===== config.mk =====
export PLATFORM = sky130hd
export DESIGN_NAME = relay_output_function_select
export DESIGN_NICKNAME = d
export VERILOG_FILES = /design/src/core/relay_pkg.sv /design/src/core/relay_cond_select.sv /design/src/core/relay_output_function_select.sv
export VERILOG_INCLUDE_DIRS = /design/src /design/src/core
export SDC_FILE = /design/constraint.sdc
export NUM_CORES = 1
export LEC_CHECK = 0
export BUFFER_PORTS_ARGS = -buffer_cell sky130_fd_sc_hd__buf_4
export CELL_PAD_IN_SITES_DETAIL_PLACEMENT = 0
export CELL_PAD_IN_SITES_GLOBAL_PLACEMENT = 1
export CORE_ASPECT_RATIO = 0.8
export CORE_MARGIN = 2
export CORE_UTILIZATION = 38
export DETAILED_ROUTE_END_ITERATION = 6
export PLACE_DENSITY_LB_ADDON = 0.1
export SLEW_MARGIN = 0
export SYNTH_ARGS = -nofsm -noshare
export SYNTH_HDL_FRONTEND = slang
export SYNTH_SLANG_ARGS = --single-unit
export TNS_END_PERCENT = 100

===== constraint.sdc =====
create_clock -name clk_i -period 3.5 [get_ports clk_i]
set_input_delay 0.35 -clock clk_i [delete_from_list [all_inputs] [get_ports clk_i]]
set_output_delay 0.35 -clock clk_i [all_outputs]
set_load 0.02 [all_outputs]

===== src/core/relay_params.svh =====
// offsets, field positions, reset values and ranges of the relay select block
`ifndef RELAY_PARAMS_SVH
`define RELAY_PARAMS_SVH

// ****************************************************************
// register byte offsets
// ****************************************************************
`define RLY_OFF_MAX_SW 8'h00
`define RLY_OFF_FUNC 8'h04
`define RLY_OFF_THR 8'h08
`define RLY_OFF_STATUS 8'h0C
`define RLY_OFF_IRQ_STAT 8'h10
`define RLY_OFF_IRQ_MASK 8'h14
`define RLY_OFF_CTRL 8'h18

// ****************************************************************
// reset values and ranges
// ****************************************************************
`define RLY_MAX_SW_RST 16'h0008
`define RLY_MAX_SW_MIN 16'h0004
`define RLY_MAX_SW_MAX 16'h0020
`define RLY_FUNC_RST 16'h0001
`define RLY_FUNC_MAX 16'h0009
`define RLY_THR_RST 16'h03E8
`define RLY_THR_MAX 16'h07D0
`define RLY_REF_ZERO 16'h0000

// ****************************************************************
// field positions
// ****************************************************************
`define RLY_RD_RED_BIT 8
`define RLY_ST_RELAY_BIT 0
`define RLY_ST_RED_BIT 1
`define RLY_ST_MAXRUN_BIT 2
`define RLY_ST_FREQ_LSB 8
`define RLY_IRQ_RISE_BIT 0
`define RLY_IRQ_FALL_BIT 1
`define RLY_IRQ_RED_BIT 2
`define RLY_IRQ_W 3
`define RLY_CTRL_INV_BIT 0

// ****************************************************************
// bus responses
// ****************************************************************
`define RLY_RESP_OKAY 2'h0
`define RLY_RESP_SLVERR 2'h2

`endif


===== src/core/relay_pkg.sv =====
// types shared by the relay select block
package relay_pkg;
  typedef logic [15:0] reg16_t;
  typedef logic [7:0] addr_t;
  typedef enum logic [3:0] {
    FN_RUNNING = 4'h0,
    FN_HEALTHY = 4'h1,
    FN_AT_TARGET = 4'h2,
    FN_TRIPPED = 4'h3,
    FN_FREQ_GE = 4'h4,
    FN_CURR_GE = 4'h5,
    FN_FREQ_LT = 4'h6,
    FN_CURR_LT = 4'h7,
    FN_AIN2_GT = 4'h8,
    FN_READY = 4'h9
  } relay_func_t;
endpackage


===== src/core/relay_cond_select.sv =====
// picks the drive condition that the relay follows
module relay_cond_select (
  input wire relay_pkg::relay_func_t func_i,
  input wire relay_pkg::reg16_t thr_i,
  input wire logic running_i,
  input wire logic healthy_i,
  input wire logic at_target_i,
  input wire logic tripped_i,
  input wire logic ready_i,
  input wire relay_pkg::reg16_t out_freq_i,
  input wire relay_pkg::reg16_t motor_curr_i,
  input wire relay_pkg::reg16_t ain2_i,
  output logic cond_o
);
  import relay_pkg::*;

  // ****************************************************************
  // threshold compares, all in 0.1 % of rated value
  // ****************************************************************
  wire freq_ge = out_freq_i >= thr_i;
  wire curr_ge = motor_curr_i >= thr_i;
  wire ain2_gt = ain2_i > thr_i;

  always_comb begin
    unique case (func_i)
      FN_RUNNING: cond_o = running_i;
      FN_HEALTHY: cond_o = healthy_i;
      FN_AT_TARGET: cond_o = at_target_i;
      FN_TRIPPED: cond_o = tripped_i;
      FN_FREQ_GE: cond_o = freq_ge;
      FN_CURR_GE: cond_o = curr_ge;
      FN_FREQ_LT: cond_o = ~freq_ge;
      FN_CURR_LT: cond_o = ~curr_ge;
      FN_AIN2_GT: cond_o = ain2_gt;
      FN_READY: cond_o = ready_i & ~tripped_i;
      default: cond_o = 1'b0;
    endcase
  end
endmodule


===== src/core/relay_output_function_select.sv =====
// relay function select with switching frequency and register slave
// Operation
// function code accepts 0 to 9, resets to 1 (healthy)
// code 0: relay high while the drive is running
// code 1: relay high while powered and no fault exists
// code 2: relay high while output frequency equals target
// code 3: relay high while the drive is tripped
// code 4: relay high while output frequency at or above threshold
// code 5: relay high while motor current at or above threshold
// code 6: relay high while output frequency below threshold
// code 7: relay high while motor current below threshold
// code 8: relay high while analog input 2 exceeds threshold
// code 9: relay high while ready to run and not tripped
// threshold 0.0 to 200.0 percent, resets to 100.0, codes 4 to 8
// maximum switching frequency 4 to 32 kHz, resets to 8 kHz
// thermal derating reports reduced frequency and flags it on view
// inverted 10-0 V format runs at maximum when reference <= 0.0 %
// relay output registered, follows selection on the next edge
// thresholds compare quantities normalised to rated value
`include "relay_params.svh"
module relay_output_function_select (
  input wire logic clk_i,
  input wire logic rst_i,
  input wire relay_pkg::addr_t s_axi_awaddr_i,
  input wire logic s_axi_awvalid_i,
  output logic s_axi_awready_o,
  input wire logic [31:0] s_axi_wdata_i,
  input wire logic [3:0] s_axi_wstrb_i,
  input wire logic s_axi_wvalid_i,
  output logic s_axi_wready_o,
  output logic [1:0] s_axi_bresp_o,
  output logic s_axi_bvalid_o,
  input wire logic s_axi_bready_i,
  input wire relay_pkg::addr_t s_axi_araddr_i,
  input wire logic s_axi_arvalid_i,
  output logic s_axi_arready_o,
  output logic [31:0] s_axi_rdata_o,
  output logic [1:0] s_axi_rresp_o,
  output logic s_axi_rvalid_o,
  input wire logic s_axi_rready_i,
  input wire logic drive_running_i,
  input wire logic drive_healthy_i,
  input wire logic at_target_i,
  input wire logic drive_tripped_i,
  input wire logic ready_to_run_i,
  input wire relay_pkg::reg16_t out_freq_i,
  input wire relay_pkg::reg16_t motor_curr_i,
  input wire relay_pkg::reg16_t ain2_i,
  input wire relay_pkg::reg16_t ain1_ref_i,
  input wire logic heatsink_derate_i,
  input wire relay_pkg::reg16_t heatsink_limit_khz_i,
  output logic relay_o,
  output relay_pkg::reg16_t actual_switching_frequency_status_o,
  output logic thermal_reduction_indicator_o,
  output logic run_at_max_o,
  output logic irq_o
);
  import relay_pkg::*;

  // ****************************************************************
  // state
  // ****************************************************************
  logic aw_hold_ff;
  logic w_hold_ff;
  addr_t awaddr_ff;
  logic [31:0] wdata_ff;
  logic [3:0] wstrb_ff;
  logic awready_ff;
  logic wready_ff;
  logic bvalid_ff;
  logic [1:0] bresp_ff;
  logic arready_ff;
  logic rvalid_ff;
  logic [31:0] rdata_ff;
  logic [1:0] rresp_ff;
  reg16_t max_sw_ff;
  reg16_t func_ff;
  reg16_t thr_ff;
  logic inv_fmt_ff;
  logic [`RLY_IRQ_W-1:0] irq_stat_ff;
  logic [`RLY_IRQ_W-1:0] irq_mask_ff;
  logic relay_ff;
  reg16_t act_sw_ff;
  logic red_ff;
  logic run_max_ff;
  logic irq_ff;

  // ****************************************************************
  // byte lane merge
  // ****************************************************************
  function automatic reg16_t merge16(input reg16_t old_v,
                                     input logic [15:0] new_v,
                                     input logic [1:0] strb);
    reg16_t r;
    r[7:0] = strb[0] ? new_v[7:0] : old_v[7:0];
    r[15:8] = strb[1] ? new_v[15:8] : old_v[15:8];
    return r;
  endfunction

  // ****************************************************************
  // write decode
  // ****************************************************************
  wire wr_fire = aw_hold_ff & w_hold_ff & ~bvalid_ff;
  wire wr_max_sw = awaddr_ff == `RLY_OFF_MAX_SW;
  wire wr_func = awaddr_ff == `RLY_OFF_FUNC;
  wire wr_thr = awaddr_ff == `RLY_OFF_THR;
  wire wr_stat = awaddr_ff == `RLY_OFF_STATUS;
  wire wr_istat = awaddr_ff == `RLY_OFF_IRQ_STAT;
  wire wr_imask = awaddr_ff == `RLY_OFF_IRQ_MASK;
  wire wr_ctrl = awaddr_ff == `RLY_OFF_CTRL;
  wire wr_mapped = wr_max_sw | wr_func | wr_thr | wr_stat | wr_istat |
                   wr_imask | wr_ctrl;
  wire reg16_t sw_new = merge16(max_sw_ff, wdata_ff[15:0], wstrb_ff[1:0]);
  wire reg16_t fn_new = merge16(func_ff, wdata_ff[15:0], wstrb_ff[1:0]);
  wire reg16_t thr_new = merge16(thr_ff, wdata_ff[15:0], wstrb_ff[1:0]);
  wire sw_ok = sw_new >= `RLY_MAX_SW_MIN && sw_new <= `RLY_MAX_SW_MAX;
  wire fn_ok = fn_new <= `RLY_FUNC_MAX;
  wire thr_ok = thr_new <= `RLY_THR_MAX;
  wire ld_sw = wr_fire & wr_max_sw & sw_ok;
  wire ld_fn = wr_fire & wr_func & fn_ok;
  wire ld_thr = wr_fire & wr_thr & thr_ok;
  wire ld_mask = wr_fire & wr_imask & wstrb_ff[0];
  wire ld_ctrl = wr_fire & wr_ctrl & wstrb_ff[0];
  wire [`RLY_IRQ_W-1:0] irq_clr = (wr_fire & wr_istat & wstrb_ff[0]) ?
                                  wdata_ff[`RLY_IRQ_W-1:0] :
                                  {`RLY_IRQ_W{1'b0}};
  wire [1:0] nxt_bresp = wr_mapped ? `RLY_RESP_OKAY : `RLY_RESP_SLVERR;

  // ****************************************************************
  // drive side logic
  // ****************************************************************
  logic cond;
  relay_cond_select u_cond (
    .func_i(relay_func_t'(func_ff[3:0])),
    .thr_i(thr_ff),
    .running_i(drive_running_i),
    .healthy_i(drive_healthy_i),
    .at_target_i(at_target_i),
    .tripped_i(drive_tripped_i),
    .ready_i(ready_to_run_i),
    .out_freq_i(out_freq_i),
    .motor_curr_i(motor_curr_i),
    .ain2_i(ain2_i),
    .cond_o(cond)
  );

  wire nxt_red = heatsink_derate_i & (heatsink_limit_khz_i < max_sw_ff);
  wire reg16_t nxt_act_sw = nxt_red ? heatsink_limit_khz_i : max_sw_ff;
  wire nxt_run_max = inv_fmt_ff &
                     ($signed(ain1_ref_i) <= $signed(`RLY_REF_ZERO));

  // ****************************************************************
  // interrupts
  // ****************************************************************
  wire [`RLY_IRQ_W-1:0] irq_set = {nxt_red & ~red_ff,
                                   relay_ff & ~cond,
                                   cond & ~relay_ff};
  wire [`RLY_IRQ_W-1:0] nxt_irq_stat = (irq_stat_ff & ~irq_clr) | irq_set;
  wire [`RLY_IRQ_W-1:0] nxt_irq_mask = ld_mask ?
                                       wdata_ff[`RLY_IRQ_W-1:0] : irq_mask_ff;
  wire nxt_irq = |(nxt_irq_stat & nxt_irq_mask);

  // ****************************************************************
  // read decode
  // ****************************************************************
  wire rd_fire = s_axi_arvalid_i & arready_ff;
  logic [31:0] rd_data;
  logic rd_hit;
  always_comb begin
    rd_data = 32'h0000_0000;
    rd_hit = 1'b1;
    unique case (s_axi_araddr_i)
      `RLY_OFF_MAX_SW: begin
        rd_data[15:0] = max_sw_ff;
        rd_data[`RLY_RD_RED_BIT + 16] = red_ff;
      end
      `RLY_OFF_FUNC: rd_data[15:0] = func_ff;
      `RLY_OFF_THR: rd_data[15:0] = thr_ff;
      `RLY_OFF_STATUS: begin
        rd_data[`RLY_ST_RELAY_BIT] = relay_ff;
        rd_data[`RLY_ST_RED_BIT] = red_ff;
        rd_data[`RLY_ST_MAXRUN_BIT] = run_max_ff;
        rd_data[`RLY_ST_FREQ_LSB +: 16] = act_sw_ff;
      end
      `RLY_OFF_IRQ_STAT: rd_data[`RLY_IRQ_W-1:0] = irq_stat_ff;
      `RLY_OFF_IRQ_MASK: rd_data[`RLY_IRQ_W-1:0] = irq_mask_ff;
      `RLY_OFF_CTRL: rd_data[`RLY_CTRL_INV_BIT] = inv_fmt_ff;
      default: rd_hit = 1'b0;
    endcase
  end

  // ****************************************************************
  // write channel
  // ****************************************************************
  always_ff @(posedge clk_i) begin
    if (rst_i) begin
      aw_hold_ff <= 1'b0;
      w_hold_ff <= 1'b0;
      awaddr_ff <= 8'h00;
      wdata_ff <= 32'h0000_0000;
      wstrb_ff <= 4'h0;
      awready_ff <= 1'b0;
      wready_ff <= 1'b0;
      bvalid_ff <= 1'b0;
      bresp_ff <= `RLY_RESP_OKAY;
    end else begin
      awready_ff <= ~aw_hold_ff & ~(s_axi_awvalid_i & awready_ff);
      wready_ff <= ~w_hold_ff & ~(s_axi_wvalid_i & wready_ff);
      if (s_axi_awvalid_i & awready_ff) begin
        aw_hold_ff <= 1'b1;
        awaddr_ff <= s_axi_awaddr_i;
      end else if (wr_fire) begin
        aw_hold_ff <= 1'b0;
      end
      if (s_axi_wvalid_i & wready_ff) begin
        w_hold_ff <= 1'b1;
        wdata_ff <= s_axi_wdata_i;
        wstrb_ff <= s_axi_wstrb_i;
      end else if (wr_fire) begin
        w_hold_ff <= 1'b0;
      end
      if (wr_fire) begin
        bvalid_ff <= 1'b1;
        bresp_ff <= nxt_bresp;
      end else if (s_axi_bready_i) begin
        bvalid_ff <= 1'b0;
      end
    end
  end

  // ****************************************************************
  // read channel
  // ****************************************************************
  always_ff @(posedge clk_i) begin
    if (rst_i) begin
      arready_ff <= 1'b0;
      rvalid_ff <= 1'b0;
      rdata_ff <= 32'h0000_0000;
      rresp_ff <= `RLY_RESP_OKAY;
    end else begin
      arready_ff <= ~rvalid_ff & ~rd_fire;
      if (rd_fire) begin
        rvalid_ff <= 1'b1;
        rdata_ff <= rd_data;
        rresp_ff <= rd_hit ? `RLY_RESP_OKAY : `RLY_RESP_SLVERR;
      end else if (s_axi_rready_i & rvalid_ff) begin
        rvalid_ff <= 1'b0;
        arready_ff <= 1'b1;
      end
    end
  end

  // ****************************************************************
  // settings registers
  // ****************************************************************
  always_ff @(posedge clk_i) begin
    if (rst_i) begin
      max_sw_ff <= `RLY_MAX_SW_RST;
      func_ff <= `RLY_FUNC_RST;
      thr_ff <= `RLY_THR_RST;
      inv_fmt_ff <= 1'b0;
      irq_mask_ff <= {`RLY_IRQ_W{1'b0}};
    end else begin
      if (ld_sw)
        max_sw_ff <= sw_new;
      if (ld_fn)
        func_ff <= fn_new;
      if (ld_thr)
        thr_ff <= thr_new;
      if (ld_ctrl)
        inv_fmt_ff <= wdata_ff[`RLY_CTRL_INV_BIT];
      irq_mask_ff <= nxt_irq_mask;
    end
  end

  // ****************************************************************
  // outputs
  // ****************************************************************
  always_ff @(posedge clk_i) begin
    if (rst_i) begin
      relay_ff <= 1'b0;
      act_sw_ff <= `RLY_MAX_SW_RST;
      red_ff <= 1'b0;
      run_max_ff <= 1'b0;
      irq_stat_ff <= {`RLY_IRQ_W{1'b0}};
      irq_ff <= 1'b0;
    end else begin
      relay_ff <= cond;
      act_sw_ff <= nxt_act_sw;
      red_ff <= nxt_red;
      run_max_ff <= nxt_run_max;
      irq_stat_ff <= nxt_irq_stat;
      irq_ff <= nxt_irq;
    end
  end

  assign s_axi_awready_o = awready_ff;
  assign s_axi_wready_o = wready_ff;
  assign s_axi_bvalid_o = bvalid_ff;
  assign s_axi_bresp_o = bresp_ff;
  assign s_axi_arready_o = arready_ff;
  assign s_axi_rvalid_o = rvalid_ff;
  assign s_axi_rdata_o = rdata_ff;
  assign s_axi_rresp_o = rresp_ff;
  assign relay_o = relay_ff;
  assign actual_switching_frequency_status_o = act_sw_ff;
  assign thermal_reduction_indicator_o = red_ff;
  assign run_at_max_o = run_max_ff;
  assign irq_o = irq_ff;
endmodule


Word level (Yosys, flattened, before mapping) --
Index checks and enable logic that the tools add are counted.
Storage, ports and cells: register bits after elaboration 137, output and inout bits 61, input bits 145, logic and storage cells 142
Cells by class: magnitude comparators 9, bitwise gates (word level) 50, eq/ne operators 21, reduce and logical (&&, ||, !) cells 10, muxes and demuxes 28
Operators by type and width (count):
- two-way mux 8 bit | 7
- == test 8 x 5 -> 1 bit, second input constant | 6
- == test 8 x 4 -> 1 bit, second input constant | 4
- >= comparator 16 bit | 2
- one-hot mux 8 bit (4 select lines) | 1
- bitwise AND 1 bit | 27
- == test 4 x 3 -> 1 bit, second input constant | 4
- == test 8 x 3 -> 1 bit, second input constant | 2
- >= comparator 16 x 3 -> 1 bit, second input constant | 1
- > comparator 16 bit | 1
- less-or-equal comparator 16 x 1 -> 1 bit, second input constant | 1
- less-or-equal comparator 16 x 11 -> 1 bit, second input constant | 1
- less-or-equal comparator 16 x 4 -> 1 bit, second input constant | 1
- less-or-equal comparator 16 x 6 -> 1 bit, second input constant | 1
- zero test 8 bit | 2
- less-than comparator 16 bit | 1
- two-way mux 16 bit | 1
- one-hot mux 5 bit (3 select lines) | 1
- inverter 1 bit | 13
- one-hot mux 2 bit (6 select lines) | 1
- two-way mux 1 bit | 11
- one-hot mux 1 bit (10 select lines) | 1
- == test 4 x 2 -> 1 bit, second input constant | 2
- == test 4 bit, second input constant | 2
- other kinds (13) | 24

Depth between registers and ports, before layout --
word-level depth 10, gate-level depth with buffers 11, gate-level depth less buffers 10

Cells and area by module --
From an unflattened synthesis, not the netlist that was laid out.
Unflattened totals: cells, all modules 821, area, all modules 7289.5 um2
By module, submodules not included:
- relay_output_function_select | area each 6098.3 um2, cells an instance 671, times used 1, sequential area each 2702.6 um2
- relay_cond_select | area each 1191.1 um2, cells an instance 150, times used 1, sequential area each 0.0 um2

Worst setup path after synthesis --
Ideal clock, no wire load.
kind reg-to-reg, from reg awaddr_ff[0], to reg max_sw_ff[3], clock period less this slack 2.621 ns, required time 3.380 ns, setup time 0.120 ns, setup slack 0.879 ns, stages on the path, launching flop included 8, path buffers 0, data arrival time 2.501 ns, path through dfxtp_1 > or4_4 > nor3_4 > nand3b_1 > or4b_4 > a2111oi_4 > nand2_2 > a211o_1
On the way: word-level cells in the longest chain between the ends 3
Ends and longest elaborated chain:
- start: declaration | line relay_output_function_select.sv:65 | addr_t awaddr_ff;
- start signal: assignment | line relay_output_function_select.sv:211 | awaddr_ff <= s_axi_awaddr_i;
- zero test 8 bit (no source line)
- bitwise AND 1 bit (2 in series) | line relay_output_function_select.sv:119 | wire ld_sw = wr_fire & wr_max_sw & sw_ok;
- end signal: assignment | line relay_output_function_select.sv:258 | max_sw_ff <= `RLY_MAX_SW_RST;
- end signal: assignment | line relay_output_function_select.sv:265 | max_sw_ff <= sw_new;
- end: declaration | line relay_output_function_select.sv:76 | reg16_t max_sw_ff;
No other way between the ends. A chain may end at the register's enable or synchronous reset.

Worst setup path in the final report --
Same ends and word-level chain as after synthesis.

==> run_results.csv <==
group,metric,value,unit
synth,seq_area_frac_synth,38.7,%
clocking,ctsLongestPathBuffers,2,
timing,timing.fmax,0.348,GHz
floorplanning,chipWidth,156,µm
synth,synth_edf_count,0,
clocking,post-cts-setup-buffer-count,0,
clocking,post_cts_resized,0,
route,vias,6368,
floorplanning,die-area,19500,µm²
synth,avgSynthCellArea,8.78,µm²
grt,overflow,0,
synth,synth-simple-area-share,20.6,%
outcome,run_status,"finished, final reports clean",
synth,synth_xor_xnor_area_share,0,%
synth,ys_warn_count,0,
power_and_ir_drop,p_leak,3.99,nW
clocking,ctsHoldBuffers,0,
cells_and_area,finalNetCount,1169,
timing,rsz0062_at_grt,"false",
timing,fin_crit_sh,82.1,%
clocking,cts.sinks,135,
floorplanning,io_pins,206,
synth,synthAdderAreaFrac,11.3,%
synth,synthArstFlopShare,0,%
setup_path,worstSetupPathType,"reg -> reg",
clocking,cts_root_buf,"clkbuf_16",
power_and_ir_drop,p_total,0.00377,W
setup_path,cp-end-kind,"register",
route,ant_nets,0,
route,dr.pass1.iters,5,
place,place_worst_setup_slack,0.637,ns
grt,grt_pass1_vias,6355,
clocking,clk_latency,0.41,ns
power_and_ir_drop,power_density,415,nW/µm²
floorplanning,die_y,125,µm
flow_run,drv_cap,0,
grt,grt_pass1_wl,33.7,mm
hold_path,min_path_type,"in -> reg",
cells_and_area,n_antenna_cell,0,
route,wirelength,20.8,mm
setup_path,crit_arrival,3.17,ns
timing,fin_crit,2.87,ns
timing,setup_slack,0.628,ns
synth,synthMuxAreaShare,9.56,%
timing,hold_slack,0.179,ns
power_and_ir_drop,ir_drop,0.292,mV
place,dp_hpwl,16.1,mm
place,portBuffers,178,
cells_and_area,finish.utilization,50.1,%
floorplanning,start_util,38.6,%
timing,finalSetupTns,0,ns
clocking,htreeDepth,4,
synth,syn_inst,796,
timing,slew_viol_final,0,
timing,setup_viol_count_final,0,
clocking,path_clk_slew,0.06,ns
clocking,numCtsBuffers,17,
clocking,cts_tree,"built",
route,vias_per_cell,5.29,
setup_path,path_max_fanout,6,
synth,synthesis.area,6990,µm²
grt,grt_antenna_before_repair,0,
synth,synth_compound_area_share,14.6,%
route,drt_iter0_drc,341,
route,routedWlPerCell,17.3,µm
timing,relSlewSlack,36.1,%
setup_path,worstPathRequired,3.80,ns
setup_path,start_kind,"register",
floorplanning,fp-row-count,44,
synth,ys.flop_type,"dfxtp_1",
timing,tightest_slew,0.957,ns
cells_and_area,area_delta_synth_final,29.8,%
timing,hold_viol,0,
synth,ys_ff_latch,135,
grt,grt_max_degree,73,
place,place_congestion,0.858,
synth,synth.distinct_cells,61,
floorplanning,core_area,18100,µm²
grt,grt.total_usage,21.7,%
timing,skew,0.00883,ns
synth,synth_top_family_by_area,"simple AND/OR/NAND/NOR gates",
route,drcViolationCount,0,
cells_and_area,drive_gt1_share,24.4,%
-- cell type report --
type	instances	area (µm²)
clock buffer	18	439
clock inverter	14	139
fill	1698	9040
inverter	39	146
multi-input combinational	580	3950
sequential	135	2700
tap	230	288
timing repair buffer	188	1410
-- logic make-up after synthesis --
group / after synthesis
other cells: 1
mux: 53
buf+inv: 89
fa+ha+maj: 63
compound gates: 160
flops: 135
simple gates: 295
-- critical path, stage by stage (launching register included) --
cell and delay, ns:
dfxtp_1 0.31, or4_4 0.56, nor3_4 0.24, nand3b_1 0.16, or4b_4 0.55, a2111oi_4 0.38, nand2_2 0.21, a211o_1 0.36
-- cells in the final DEF, fill, tap and decap left out, drive strengths merged, types with 9 or more instances in the layout --
| cell | count |
|---|---|
| inv | 47 |
| conb | 9 |
| nand2 | 99 |
| and2 | 15 |
| ha | 63 |
| a22oi | 9 |
| nor3 | 33 |
| a211o | 9 |
| clkbuf | 18 |
| mux4 | 11 |
| a21oi | 66 |
| nor4 | 11 |
| mux2i | 42 |
| nor2 | 60 |
| nand2b | 9 |
| o21ai | 29 |
| nand3 | 24 |
| dfxtp | 135 |
| nand4 | 9 |
| buf | 188 |
-- through the flow --
| stage | std cells | cell area [µm²] |
|---|---|---|
| global route | 1204 | 9080 |
| global placement | 1172 | 8500 |
| finish | 1204 | 9080 |
| detailed placement | 1172 | 8500 |
| CTS | 1204 | 9080 |
| floorplan | 804 | 7020 |
-- state kept, by name (all words and copies together), names as in the netlist, 2 cells and up --
name / flops
s_axi_rdata_o: 25
actual_switching_frequency_status_o: 16
func_ff: 16
max_sw_ff: 16
thr_ff: 16
wdata_ff: 16
awaddr_ff: 8
irq_mask_ff: 3
irq_stat_ff: 3
wstrb_ff: 2
-- final timing paths --
| kind | from | end | slack (ns) | cells past startpoint |
|---|---|---|---|---|
| setup / recovery | awaddr_ff[0] | max_sw_ff[3] | 0.63 | 7 |
| hold / removal | s_axi_wdata_i[3] | wdata_ff[3] | 0.18 | 3 |
| setup reg to reg | awaddr_ff[0] | max_sw_ff[3] | 0.63 | 7 |
| hold reg to reg | wdata_ff[13] | wdata_ff[13] | 0.45 | 2 |
-- power breakdown --
group	leakage [nW]	switching, W	internal, W	total [W]
logic	2.62	0.000200	0.000193	0.000393
clock network	0.277	0.000754	0.00102	0.00177
registers	1.09	0.0000354	0.00157	0.00160
-- per-layer routing --
layer	GRT usage, %	up-vias	share of wire (%)
li1	-	3163	-
met1	31.0	3018	49
met2	34.6	174	46
met3	3.40	13	4.7
met4	5.07	0	0.73
met5	0	-	0
-- synthesized netlist by cell type, drive strengths merged (11+ instances only) --
cell / number / area (µm²)
a21oi: 66 / 330
inv: 39 / 146
nand3: 24 / 120
buf: 14 / 87.6
nor3: 33 / 176
nor4: 11 / 75.1
o21ai: 29 / 145
dfxtp: 135 / 2700
clkbuf: 36 / 135
nor2: 60 / 225
mux4: 11 / 248
ha: 63 / 788
and2: 15 / 93.8
mux2i: 42 / 420
nand2: 99 / 374
No activity file was read; power rests on OpenSTA's default activity.
